`config.mk`:
```
export PLATFORM = sky130hd
export DESIGN_NAME = sampled_acq_seq
export DESIGN_NICKNAME = d
export VERILOG_FILES = /design/src/shared/sampled_acq_pkg.sv /design/src/hw/sampled_acq_seq.sv /design/src/hw/word_buffer.sv
export SDC_FILE = /design/constraint.sdc
export NUM_CORES = 1
export LEC_CHECK = 0
export BUFFER_PORTS_ARGS = -buffer_cell sky130_fd_sc_hd__buf_2
export CAP_MARGIN = 20
export CORE_MARGIN = 5
export CORE_UTILIZATION = 30
export CTS_BUF_LIST = sky130_fd_sc_hd__clkbuf_4
export DETAILED_ROUTE_END_ITERATION = 10
export PLACE_DENSITY = 0.47
export SYNTH_ARGS = -nofsm -noshare
export SYNTH_HDL_FRONTEND = slang
export SYNTH_SLANG_ARGS = --single-unit
```
`constraint.sdc`:
```
create_clock -name core_clk_in -period 6.2 [get_ports core_clk_in]
set_clock_uncertainty 0.2 [all_clocks]
set_input_delay 0.62 -clock core_clk_in [delete_from_list [all_inputs] [get_ports core_clk_in]]
set_output_delay 0.62 -clock core_clk_in [all_outputs]
set_load 0.005 [all_outputs]
```
`src/shared/sampled_acq_pkg.sv`:
```
/*
 * Constants shared by the acquisition sequencer and its data buffer:
 * clock rate, interval and sample-hold timing, widths and reset values.
 * Assumes a single 10 MHz core clock drives every flip-flop.
 */
package sampled_acq_pkg;

    // ------------------------------------------------------------
    // Clock and timing figures, in nanoseconds
    // ------------------------------------------------------------
    localparam int unsigned CLK_PERIOD_NS = 100;
    localparam int unsigned INTERVAL_NS   = 1000000;
    localparam int unsigned HOLD1_NS      = 200000;
    localparam int unsigned GAP_NS        = 2500;
    localparam int unsigned STEP_NS       = 50000;

    // Least times round up to whole cycles
    localparam int unsigned INTERVAL_CYC =
        (INTERVAL_NS + CLK_PERIOD_NS - 1) / CLK_PERIOD_NS;
    localparam int unsigned HOLD1_CYC =
        (HOLD1_NS + CLK_PERIOD_NS - 1) / CLK_PERIOD_NS;
    localparam int unsigned GAP_CYC =
        (GAP_NS + CLK_PERIOD_NS - 1) / CLK_PERIOD_NS;
    localparam int unsigned STEP_CYC =
        (STEP_NS + CLK_PERIOD_NS - 1) / CLK_PERIOD_NS;

    // ------------------------------------------------------------
    // Widths
    // ------------------------------------------------------------
    localparam int unsigned CNT_W   = 14;
    localparam int unsigned CMD_W   = 3;
    localparam int unsigned DATA_W  = 10;
    localparam int unsigned NUM_CH  = 4;
    localparam int unsigned SEL_W   = 2;
    localparam int unsigned BUF_DEPTH = 2;
    localparam int unsigned SYNC_W  = 3 + CMD_W + DATA_W;

    // ------------------------------------------------------------
    // Reset values and synchroniser bit layout
    // ------------------------------------------------------------
    localparam logic [NUM_CH-1:0] GATES_ON_RST = 4'hF;
    localparam logic [NUM_CH-1:0] MUX_FIRST    = 4'h1;
    localparam logic [CMD_W-1:0]  CMD_RST      = 3'h0;
    localparam int unsigned SYNC_BUSY   = 0;
    localparam int unsigned SYNC_RESP   = 1;
    localparam int unsigned SYNC_STROBE = 2;
    localparam int unsigned SYNC_CMD    = 3;
    localparam int unsigned SYNC_DATA   = 6;
    // Response line idles high, so its stage resets high
    localparam logic [SYNC_W-1:0] SYNC_RST = 16'h0002;

endpackage

```
`src/hw/sampled_acq_seq.sv`:
```
/*
 * Timing decoder and sequence controller for a four-channel acquisition
 * front end: interval counter, sample-hold gate timing, multiplexer,
 * converter start and host interrupt handshake.
 * Assumes converter busy, converter data, host command, strobe and
 * response arrive asynchronously on pins; everything runs on one clock.
 */
// What this block does
// - Whole acquisition cycle repeats every 1 ms, sampling starts each period.
// - First sample held 200 us into each interval, whatever the command.
// - Second sample held 2.5 us after the first.
// - Third hold at 50 us times command plus one, commands 0 to 6.
// - Fourth sample held 2.5 us after the third.
// - Counter value and stored command decode into gate turn-off events.
// - A nine-state controller runs mux, converter start and handshake.
// - At interval end counter clears synchronously and all gates reopen.
// - Converter start pulses for exactly one clock after the hold.
// - Interrupt asserts once busy drops and stays until host responds.
// - After each of the first three handshakes the mux advances and the sequence repeats.
// - Second sample converts at once; its hold is long past by then.
// - Third sample waits for its hold time before converting.
// - After four handovers the controller idles until interval end.
// - Exactly one multiplexer channel is selected at all times.
// - All timing derives from the single system clock.
// - Each converted sample reaches the host as a 10-bit word.
// - Interrupt is active low while valid data waits for the host.
module sampled_acq_seq #(
    parameter int unsigned INTERVAL_CYC = sampled_acq_pkg::INTERVAL_CYC
) (
    // Clock and reset
    input  wire logic                                core_clk_in,
    input  wire logic                                rst_b_in,
    // Host command port
    input  wire logic [sampled_acq_pkg::CMD_W-1:0]   cmd_in,
    input  wire logic                                cmd_strobe_in,
    output logic      [sampled_acq_pkg::CMD_W-1:0]   cmd_out,
    // Host data and interrupt handshake
    output logic      [sampled_acq_pkg::DATA_W-1:0]  host_data_out,
    output logic                                     irq_b_out,
    input  wire logic                                host_resp_b_in,
    // Converter
    output logic                                     adc_start_out,
    input  wire logic                                adc_busy_in,
    input  wire logic [sampled_acq_pkg::DATA_W-1:0]  adc_data_in,
    // Analog front end
    output logic      [sampled_acq_pkg::NUM_CH-1:0]  hold_gate_out,
    output logic      [sampled_acq_pkg::NUM_CH-1:0]  mux_sel_out
);

    localparam int unsigned CNT_W  = sampled_acq_pkg::CNT_W;
    localparam int unsigned NUM_CH = sampled_acq_pkg::NUM_CH;
    localparam int unsigned SEL_W  = sampled_acq_pkg::SEL_W;
    localparam int unsigned DATA_W = sampled_acq_pkg::DATA_W;
    localparam int unsigned CMD_W  = sampled_acq_pkg::CMD_W;
    localparam int unsigned SYNC_W = sampled_acq_pkg::SYNC_W;

    // Four-bit code space holds up to sixteen controller states
    typedef enum logic [3:0] {
        ST_WAIT_END,
        ST_WAIT_HOLD,
        ST_START,
        ST_BUSY_RISE,
        ST_BUSY_FALL,
        ST_PUSH,
        ST_WAIT_ACK,
        ST_ADVANCE,
        ST_DONE
    } seq_state_t;

    seq_state_t        state_q;
    seq_state_t        state_d;
    logic [CNT_W-1:0]  cnt_q;
    logic              interval_end;
    logic [NUM_CH-1:0] gate_q;
    logic [CNT_W-1:0]  hold_at [NUM_CH];
    logic [SEL_W-1:0]  sel_q;
    logic [NUM_CH-1:0] mux_q;
    logic [CMD_W-1:0]  cmd_q;
    logic [CMD_W-1:0]  cmd_act_q;
    logic              adc_start_q;
    logic [SYNC_W-1:0] sync1_q;
    logic [SYNC_W-1:0] sync2_q;
    logic              resp_b_last_q;
    logic              strobe_last_q;
    logic              busy_s;
    logic              resp_b_s;
    logic              strobe_s;
    logic [CMD_W-1:0]  cmd_s;
    logic [DATA_W-1:0] data_s;
    logic              resp_fall;
    logic              buf_in_ready;
    logic              buf_out_valid;

    // ------------------------------------------------------------
    // Input synchronisers
    // ------------------------------------------------------------

    // Two flops on every pin; only sync2_q is read downstream
    always_ff @(posedge core_clk_in or negedge rst_b_in) begin
        if (!rst_b_in) begin
            sync1_q <= sampled_acq_pkg::SYNC_RST;
            sync2_q <= sampled_acq_pkg::SYNC_RST;
        end else begin
            sync1_q <= {adc_data_in, cmd_in, cmd_strobe_in,
                        host_resp_b_in, adc_busy_in};
            sync2_q <= sync1_q;
        end
    end

    // Data and busy share one depth, so data is settled when busy drops
    assign busy_s   = sync2_q[sampled_acq_pkg::SYNC_BUSY];
    assign resp_b_s = sync2_q[sampled_acq_pkg::SYNC_RESP];
    assign strobe_s = sync2_q[sampled_acq_pkg::SYNC_STROBE];
    assign cmd_s    = sync2_q[sampled_acq_pkg::SYNC_CMD +: CMD_W];
    assign data_s   = sync2_q[sampled_acq_pkg::SYNC_DATA +: DATA_W];

    // Edge history for the response and strobe lines
    always_ff @(posedge core_clk_in or negedge rst_b_in) begin
        if (!rst_b_in) begin
            resp_b_last_q <= 1'b1;
            strobe_last_q <= 1'b0;
        end else begin
            resp_b_last_q <= resp_b_s;
            strobe_last_q <= strobe_s;
        end
    end

    // One pop per response pulse, however long the host holds it low
    assign resp_fall = resp_b_last_q & ~resp_b_s;

    // ------------------------------------------------------------
    // Command register
    // ------------------------------------------------------------

    // Strobe loads the command; it only takes effect at the next interval
    // so a late load never strands a gate that has already passed its time
    always_ff @(posedge core_clk_in or negedge rst_b_in) begin
        if (!rst_b_in) begin
            cmd_q     <= sampled_acq_pkg::CMD_RST;
            cmd_act_q <= sampled_acq_pkg::CMD_RST;
        end else begin
            if (strobe_s && !strobe_last_q) begin
                cmd_q <= cmd_s;
            end
            if (interval_end) begin
                cmd_act_q <= cmd_q;
            end
        end
    end

    assign cmd_out = cmd_q;

    // ------------------------------------------------------------
    // Interval counter and gate timing decode
    // ------------------------------------------------------------

    // Free-running interval on the system clock
    assign interval_end = (cnt_q == CNT_W'(INTERVAL_CYC - 1));

    // Cleared synchronously at interval end
    always_ff @(posedge core_clk_in or negedge rst_b_in) begin
        if (!rst_b_in) begin
            cnt_q <= '0;
        end else if (interval_end) begin
            cnt_q <= '0;
        end else begin
            cnt_q <= cnt_q + 1'b1;
        end
    end

    // Hold instants; command 7 lands at 400 us and is left undefined
    always_comb begin
        hold_at[0] = CNT_W'(sampled_acq_pkg::HOLD1_CYC);
        hold_at[1] = CNT_W'(sampled_acq_pkg::HOLD1_CYC
                          + sampled_acq_pkg::GAP_CYC);
        hold_at[2] = CNT_W'(sampled_acq_pkg::STEP_CYC
                          * (int'(cmd_act_q) + 1));
        hold_at[3] = CNT_W'(sampled_acq_pkg::STEP_CYC
                          * (int'(cmd_act_q) + 1)
                          + sampled_acq_pkg::GAP_CYC);
    end

    // One gate flop per channel: on at interval end, off at its instant
    for (genvar g = 0; g < NUM_CH; g++) begin : g_gate
        always_ff @(posedge core_clk_in or negedge rst_b_in) begin
            if (!rst_b_in) begin
                gate_q[g] <= sampled_acq_pkg::GATES_ON_RST[g];
            end else if (interval_end) begin
                gate_q[g] <= 1'b1;
            end else if (cnt_q == hold_at[g]) begin
                gate_q[g] <= 1'b0;
            end
        end
    end

    assign hold_gate_out = gate_q;

    // ------------------------------------------------------------
    // Sequence controller
    // ------------------------------------------------------------

    // Next state; interval end restarts the sequence from any state
    always_comb begin
        state_d = state_q;
        case (state_q)
            ST_WAIT_END: begin
                state_d = ST_WAIT_END;
            end
            ST_WAIT_HOLD: begin
                if (!gate_q[sel_q]) begin
                    state_d = ST_START;
                end
            end
            ST_START: begin
                state_d = ST_BUSY_RISE;
            end
            ST_BUSY_RISE: begin
                if (busy_s) begin
                    state_d = ST_BUSY_FALL;
                end
            end
            ST_BUSY_FALL: begin
                if (!busy_s) begin
                    state_d = ST_PUSH;
                end
            end
            ST_PUSH: begin
                if (buf_in_ready) begin
                    state_d = ST_WAIT_ACK;
                end
            end
            ST_WAIT_ACK: begin
                if (resp_fall && buf_out_valid) begin
                    state_d = ST_ADVANCE;
                end
            end
            ST_ADVANCE: begin
                state_d = (sel_q == SEL_W'(NUM_CH - 1)) ? ST_DONE
                                                        : ST_WAIT_HOLD;
            end
            ST_DONE: begin
                state_d = ST_DONE;
            end
            default: begin
                state_d = ST_WAIT_END;
            end
        endcase
        if (interval_end) begin
            state_d = ST_WAIT_HOLD;
        end
    end

    // State, channel index and start pulse
    always_ff @(posedge core_clk_in or negedge rst_b_in) begin
        if (!rst_b_in) begin
            state_q     <= ST_WAIT_END;
            sel_q       <= '0;
            adc_start_q <= 1'b0;
        end else begin
            state_q     <= state_d;
            adc_start_q <= (state_d == ST_START);
            if (interval_end) begin
                sel_q <= '0;
            end else if (state_q == ST_ADVANCE
                         && sel_q != SEL_W'(NUM_CH - 1)) begin
                sel_q <= sel_q + 1'b1;
            end
        end
    end

    // Mux is one-hot from reset on; stays on the last channel when done
    always_ff @(posedge core_clk_in or negedge rst_b_in) begin
        if (!rst_b_in) begin
            mux_q <= sampled_acq_pkg::MUX_FIRST;
        end else if (interval_end) begin
            mux_q <= sampled_acq_pkg::MUX_FIRST;
        end else if (state_q == ST_ADVANCE
                     && sel_q != SEL_W'(NUM_CH - 1)) begin
            mux_q <= {mux_q[NUM_CH-2:0], mux_q[NUM_CH-1]};
        end
    end

    assign mux_sel_out   = mux_q;
    assign adc_start_out = adc_start_q;

    // ------------------------------------------------------------
    // Data buffer toward the host
    // ------------------------------------------------------------

    // Two entries so a word left unanswered at interval end is not lost
    word_buffer #(
        .WIDTH (DATA_W),
        .DEPTH (sampled_acq_pkg::BUF_DEPTH)
    ) u_word_buffer (
        .core_clk_in   (core_clk_in),
        .rst_b_in      (rst_b_in),
        .in_valid_in   (state_q == ST_PUSH),
        .in_ready_out  (buf_in_ready),
        .in_data_in    (data_s),
        .out_valid_out (buf_out_valid),
        .out_ready_in  (resp_fall),
        .out_data_out  (host_data_out)
    );

    // Interrupt low exactly while a word waits for the host
    assign irq_b_out = ~buf_out_valid;
endmodule // sampled_acq_seq

```
`src/hw/word_buffer.sv`:
```
/*
 * Small FIFO holding converted words between the sequencer and the host.
 * Assumes one clock and an asynchronous active-low reset; both sides use
 * valid/ready and a word moves when both are high on a clock edge.
 */
module word_buffer #(
    parameter int unsigned WIDTH = 10,
    parameter int unsigned DEPTH = 2
) (
    // Clock and reset
    input  wire logic             core_clk_in,
    input  wire logic             rst_b_in,
    // Filling side
    input  wire logic             in_valid_in,
    output logic                  in_ready_out,
    input  wire logic [WIDTH-1:0] in_data_in,
    // Draining side
    output logic                  out_valid_out,
    input  wire logic             out_ready_in,
    output logic      [WIDTH-1:0] out_data_out
);

    localparam int unsigned PTR_W = (DEPTH > 1) ? $clog2(DEPTH) : 1;

    logic [WIDTH-1:0] mem_q [DEPTH];
    logic [PTR_W-1:0] wr_ptr_q;
    logic [PTR_W-1:0] rd_ptr_q;
    logic [PTR_W:0]   count_q;
    logic             push;
    logic             pop;

    // Honest flags straight from the occupancy count
    assign in_ready_out  = (count_q != (PTR_W+1)'(DEPTH));
    assign out_valid_out = (count_q != '0);
    assign push          = in_valid_in & in_ready_out;
    assign pop           = out_ready_in & out_valid_out;
    assign out_data_out  = mem_q[rd_ptr_q];

    // Storage written only on an accepted word, so no reset is needed
    always_ff @(posedge core_clk_in) begin
        if (push) begin
            mem_q[wr_ptr_q] <= in_data_in;
        end
    end

    // Pointers wrap at DEPTH, which need not be a power of two
    always_ff @(posedge core_clk_in or negedge rst_b_in) begin
        if (!rst_b_in) begin
            wr_ptr_q <= '0;
            rd_ptr_q <= '0;
            count_q  <= '0;
        end else begin
            if (push) begin
                wr_ptr_q <= (wr_ptr_q == PTR_W'(DEPTH - 1)) ? '0
                                                             : wr_ptr_q + 1'b1;
            end
            if (pop) begin
                rd_ptr_q <= (rd_ptr_q == PTR_W'(DEPTH - 1)) ? '0
                                                             : rd_ptr_q + 1'b1;
            end
            if (push && !pop) begin
                count_q <= count_q + 1'b1;
            end else if (pop && !push) begin
                count_q <= count_q - 1'b1;
            end
        end
    end

endmodule // word_buffer

```
# [After elaboration in Yosys (flattened, before gate mapping)]
# Memories as Yosys holds them, arrays and structs flattened.
# Cells that the tools add are included.
[totals] mem_count=1 word_cells=95 inputBits=18 ramBits=20 output_inout_bits=23 romBits=0 latchBits=0 regBits=73
[memory_table] memory="u_word_buffer.mem_q" depth=2 word_bits=10 rd=1 rd_ports_with_merged_regs=0 write_ports=1 line="word_buffer.sv:25" rtl="logic [WIDTH-1:0] mem_q [DEPTH];"
[classes] n_eq_ne=17 muxes=29 div=0 n_shift=0 n_reduce_logical=15 n_lt_le_gt_ge=1 n_addsub=8 mul=1 bitwise_logic=5
[ops] cell="$mux 4" n=9
[ops] cell="$pmux 4 s8" n=1
[ops] cell="$eq 14x11->1 const B" n=2
[ops] cell="$eq 4x3->1 const B" n=4
[ops] cell="$add 13x5->14 const B" n=1
[ops] cell="$add 14x1->14 const B" n=1
[ops] cell="$eq 14x13->1" n=1
[ops] cell="$eq 14x14->1" n=1
[ops] cell="$eq 14x14->1 const B" n=1
[ops] cell="$mux 14" n=1
[ops] cell="$reduce_bool 2->1" n=7
[ops] cell="$mux 1" n=13
[ops] cell="$eq 4x2->1 const B" n=3
[ops] cell="$mul 7x4->11 const A" n=1
[ops] cell="$mux 2" n=4
[ops] cell="$logic_and 1x1->1" n=5
[ops] cell="$add 2x1->2 const B" n=2
[ops] cell="$add 3x1->4 const B" n=1
[ops] cell="$eq 4x1->1 const B" n=1
[ops] cell="$eq 4x4->1 const B" n=1
[ops] cell="$ne 2x2->1 const B" n=2
[ops] cell="$and 1x1->1" n=3
[ops] cell="$logic_not 1->1" n=3
[ops] cell="$lt 2x3->1 const B" n=1
[ops] cell="5 further kinds" n=7

# [Logic depth before layout (Yosys ltp)]
[logic_depth] word_depth=7 mapped_depth=14 ltp_nobuf=14

# [Modules after synthesis]
# From an unflattened synthesis, not the netlist that was laid out.
[hier_totals] hier_cells=359 area_unflattened_um2=4438.0
[by_module_without_submodules] mod="sampled_acq_seq" instances=1 cells_per_inst=310 area_per_inst_um2=3505.9
[by_module_without_submodules] mod="word_buffer" instances=1 cells_per_inst=49 area_per_inst_um2=932.1

# [Worst setup path after synthesis]
# No wires, ideal clock.
[synth_path] path_type="register to register" from="register cmd_act_q[1]" to="register gate_q[3], in the netlist hold_gate_out[3]" setup_time_ps=94 required_ps=5906 arrival_ps=3214 n_path_buf=0 slack_ps=2692 path_stages_with_launch=13 path_cell_list="dfrtp_1 ha_1 xor2_1 ha_1 fa_1 inv_1 fa_1 nand2b_1 a21oi_1 xor3_1 mux2i_1 o31ai_1 o311ai_1"
[synth_via] elab_chain_len=5
[synth_lines] element="start, declared" line="sampled_acq_seq.sv:79" rtl="logic [CMD_W-1:0] cmd_act_q;"
[synth_lines] element="start signal, assigned" line="sampled_acq_seq.sv:140" rtl="cmd_act_q <= sampled_acq_pkg::CMD_RST;"
[synth_lines] element="start signal, assigned" line="sampled_acq_seq.sv:146" rtl="cmd_act_q <= cmd_q;"
[synth_lines] element="$add 3x1->4" line="sampled_acq_seq.sv:179" rtl="* (int'(cmd_act_q) + 1)"
[synth_lines] element="$mul 7x4->11" line="sampled_acq_seq.sv:179"
[synth_lines] element="$add 13x5->14" line="sampled_acq_seq.sv:180" rtl="+ sampled_acq_pkg::GAP_CYC);"
[synth_lines] element="$eq 14x14->1" line="sampled_acq_seq.sv:190" rtl="end else if (cnt_q == hold_at[g]) begin"
[synth_lines] element="$reduce_bool 2->1 (no line)"
[synth_lines] element="end signal, assigned by index" line="sampled_acq_seq.sv:187" rtl="gate_q[g] <= sampled_acq_pkg::GATES_ON_RST[g];"
[synth_lines] element="end, declared" line="sampled_acq_seq.sv:74" rtl="logic [NUM_CH-1:0] gate_q;"
# Every way passes these cells.
# A chain may end at the register's enable or synchronous reset.

# [Worst setup path in the final report]
# Same ends and word-level chain as after synthesis.

==> metrics.cfg <==
[drt]
drc = 0
wl_met1_mm = 3.55
drt_pre_antenna_iters = 4
top_layer = met4
num_vias = 2592
dr.first_iter.drc_count = 131
wl_met3_um = 307
wl_met2_mm = 3.79
wl_per_cell_um = 13.7
drt-total-wl_mm = 7.77
viasPerCell = 4.56
antenna_left = 0

[worst_setup_path]
cpMaxStageDelayCell = fa_1
startpoint = cmd_act_q[1]
arrival_ps = 4050
cp-end-kind = flop
cp-start-kind = flop
r2r-start = cmd_act_q[1]
path_cells = ha_1 > xor2_1 > ha_1 > fa_1 > inv_1 > fa_1 > nand2b_1 > a21oi_1 > xor3_1 > mux2i_1 > o31ai_1 > o311ai_1
required_ps = 6390
cp_slowest_stage_delay_ps = 540
critPathKind = reg2reg
crit_fanout = 8

[logic_synthesis]
netlist.area_leader.share = 0.392
synthesis.area_sq_mm = 0.00415
synth_warnings = 0
synth-seq-area-share = 0.587
ys_types = 52
ys_async_sr_fraction = 0.785
synth_edf_count = 20
syn_area_per_cell_sq_um = 12.5
ys_ff_latch = 93
syn-instance-count = 331
synthTopCellsByArea = dfrtp_1, edfxtp_1, ha_1
syn_nets = 369
yosysTopAreaCell = dfrtp_1
ys.flop_type = dfrtp_1

[clock_tree]
clk_pin_slew_worst_paths_ps = 150
cts.sinks = 93
post_cts_resize_count = 0
clockBufferDepth = 2
htree_levels = 3
cts_inserted_buffers = 9
clk-insertion-delay-late_ps = 460
cts_tree = done
postCtsSetupRepairBufs = 0
hold_buffers = 6
cts_root_buf = clkbuf_4

[timing]
hold_viol_final = 0
fin_hold_ws_ps = 57.9
fin_crit_ps = 3860
setup_viol = 0
finalSetupTns_ps = 0
timing.fmax_mhz = 259
drv_slew = 0
min_period_over_period = 0.623
slew_headroom = 0.337
worst_pin_slew_ps = 991
rsz0062_at_grt = no

[die]
die_h_um = 128
num_rows = 43
ios = 41
initial_utilization = 0.303
die_w_um = 128
dieArea_sq_mm = 0.0163
coreArea_sq_mm = 0.0137

[grt]
grt_max_degree = 74
grt_overflow = 0
grt_pass1_wl_mm = 13.1
grt_pass1_vias = 2616
antenna_found_initial = 2
track_usage = 0.102

[finish]
final_util = 0.348
area_growth_pct = 14.9
finalNetCount = 420
final_layout_size_suffix_gt1_frac = 0.225
nFillCells = 1366
stdcell_count = 569

[placed_design]
placed_cells = 541
place.gp.congestion = 0.792
dp_hpwl_mm = 5.46
port_buffers = 40

[power_and_ir_drop]
total_power_uw = 984
p_per_area_mw_per_mm2 = 206
p_leak_nw = 2.07
ir_worst_vdd_uv = 80.1

[min_path]
worstHoldPathType = in2reg
hp-start = adc_busy_in

[job]
maxCapViolCount = 0

[status]
status = complete, no violations

## worst paths after layout
path                                     to  depth (start not counted)  slack (ps)
max                        hold_gate_out[3]                         12        2340
min                              sync1_q[0]                          1          60
max reg2reg                hold_gate_out[3]                         12        2340
min reg2reg                     sync2_q[12]                          0         160
max in group asynchronous       sync2_q[11]                          1        5120
min in group asynchronous        state_q[3]                          1          70
## stage by stage
| step | worst slack (ps) | cell area (sq um) |
|---|---|---|
| 5_1_grt | 2110 | 4770 |
| 3_3_place_gp | 2510 | 4530 |
| 3_5_place_dp | 2360 | 4530 |
| 6_report | 2340 | 4770 |
| 2_1_floorplan | 2690 | 4150 |
| 4_1_cts | 2300 | 4720 |
## where the power goes
group	switching (mW)	total (mW)	internal (mW)	leakage, nW
sequential	0.00594	0.646	0.640	1.08
combinational	0.0137	0.0265	0.0128	0.915
clock	0.219	0.311	0.0924	0.0751
## layout make-up
class / instances / area (sq um) / share of cell area
flip-flops and latches: 93 / 2440 / 0.511
multi-input cells: 215 / 1620 / 0.339
repair buffers: 51 / 310 / 0.0651
well taps: 180 / 225 / 0.0472
clock buffers: 9 / 67.6 / 0.0142
clock inverters: 7 / 62.6 / 0.0131
inverters: 12 / 45.0 / 0.00944
diodes: 2 / 5.00 / 0.00105
## cells in the mapped netlist, types with 8 or more instances
cell type and n:
nor2_1 28, xor2_1 14, nand2b_1 8, ha_1 18, dfrtp_1 65, xnor2_1 20
nand2_1 22, o21ai_0 12, dfstp_2 8, a21oi_1 11, mux2_2 15, inv_1 11
edfxtp_1 20
## cell families after synthesis
kind of cell,share of synthesized area
AOI/OAI and AO/OA,0.0588
muxes,0.0581
and+or+nand+nor,0.124
adders and majority gates,0.0639
DFF,0.587
buffers and inverters,0.0253
xor gates and xnor gates,0.0832
## registers in the layout (all words and copies together), names as in the netlist, 4 cells and up
| register | cells |
|---|---|
| hold_gate_out | 4 |
| mux_sel_out | 4 |
| u_word_buffer.mem_q | 20 |
| cnt_q | 14 |
| sync2_q | 16 |
| state_q | 4 |
| sync1_q | 16 |
## per-layer routing
metal / up-vias / track usage
li1: 1269 / -
met1: 1275 / 0.132
met2: 37 / 0.162
met3: 11 / 0.0296
met4: 0 / 0.0412
met5: - / 0
## cells in the final DEF (no fill, tap or decap), types with 3 or more instances in the layout
cell	count
dfrtp_1	65
buf_2	39
xor2_1	14
mux2i_1	5
or3_1	5
o21ai_0	12
nor2b_1	3
ha_1	18
dfstp_2	8
nand4_1	6
nor2_1	28
nand2_1	22
inv_1	11
nand2b_1	8
dlygate4sd3_1	10
mux2_2	15
inv_6	3
xnor2_1	20
edfxtp_1	20
nor3_1	6
nand3_1	6
a21oi_1	11
clkbuf_4	9
## critical path, delay by kind of cell, from the launching register on
family | cells | cell delay (ps)
buf+inv | 1 | 70
mux | 1 | 140
fa+ha+maj | 4 | 1580
xor+xnor | 2 | 570
simple gates | 1 | 160
compound gates | 3 | 560
flops | 1 | 500
(Power assumes the default switching activity.)
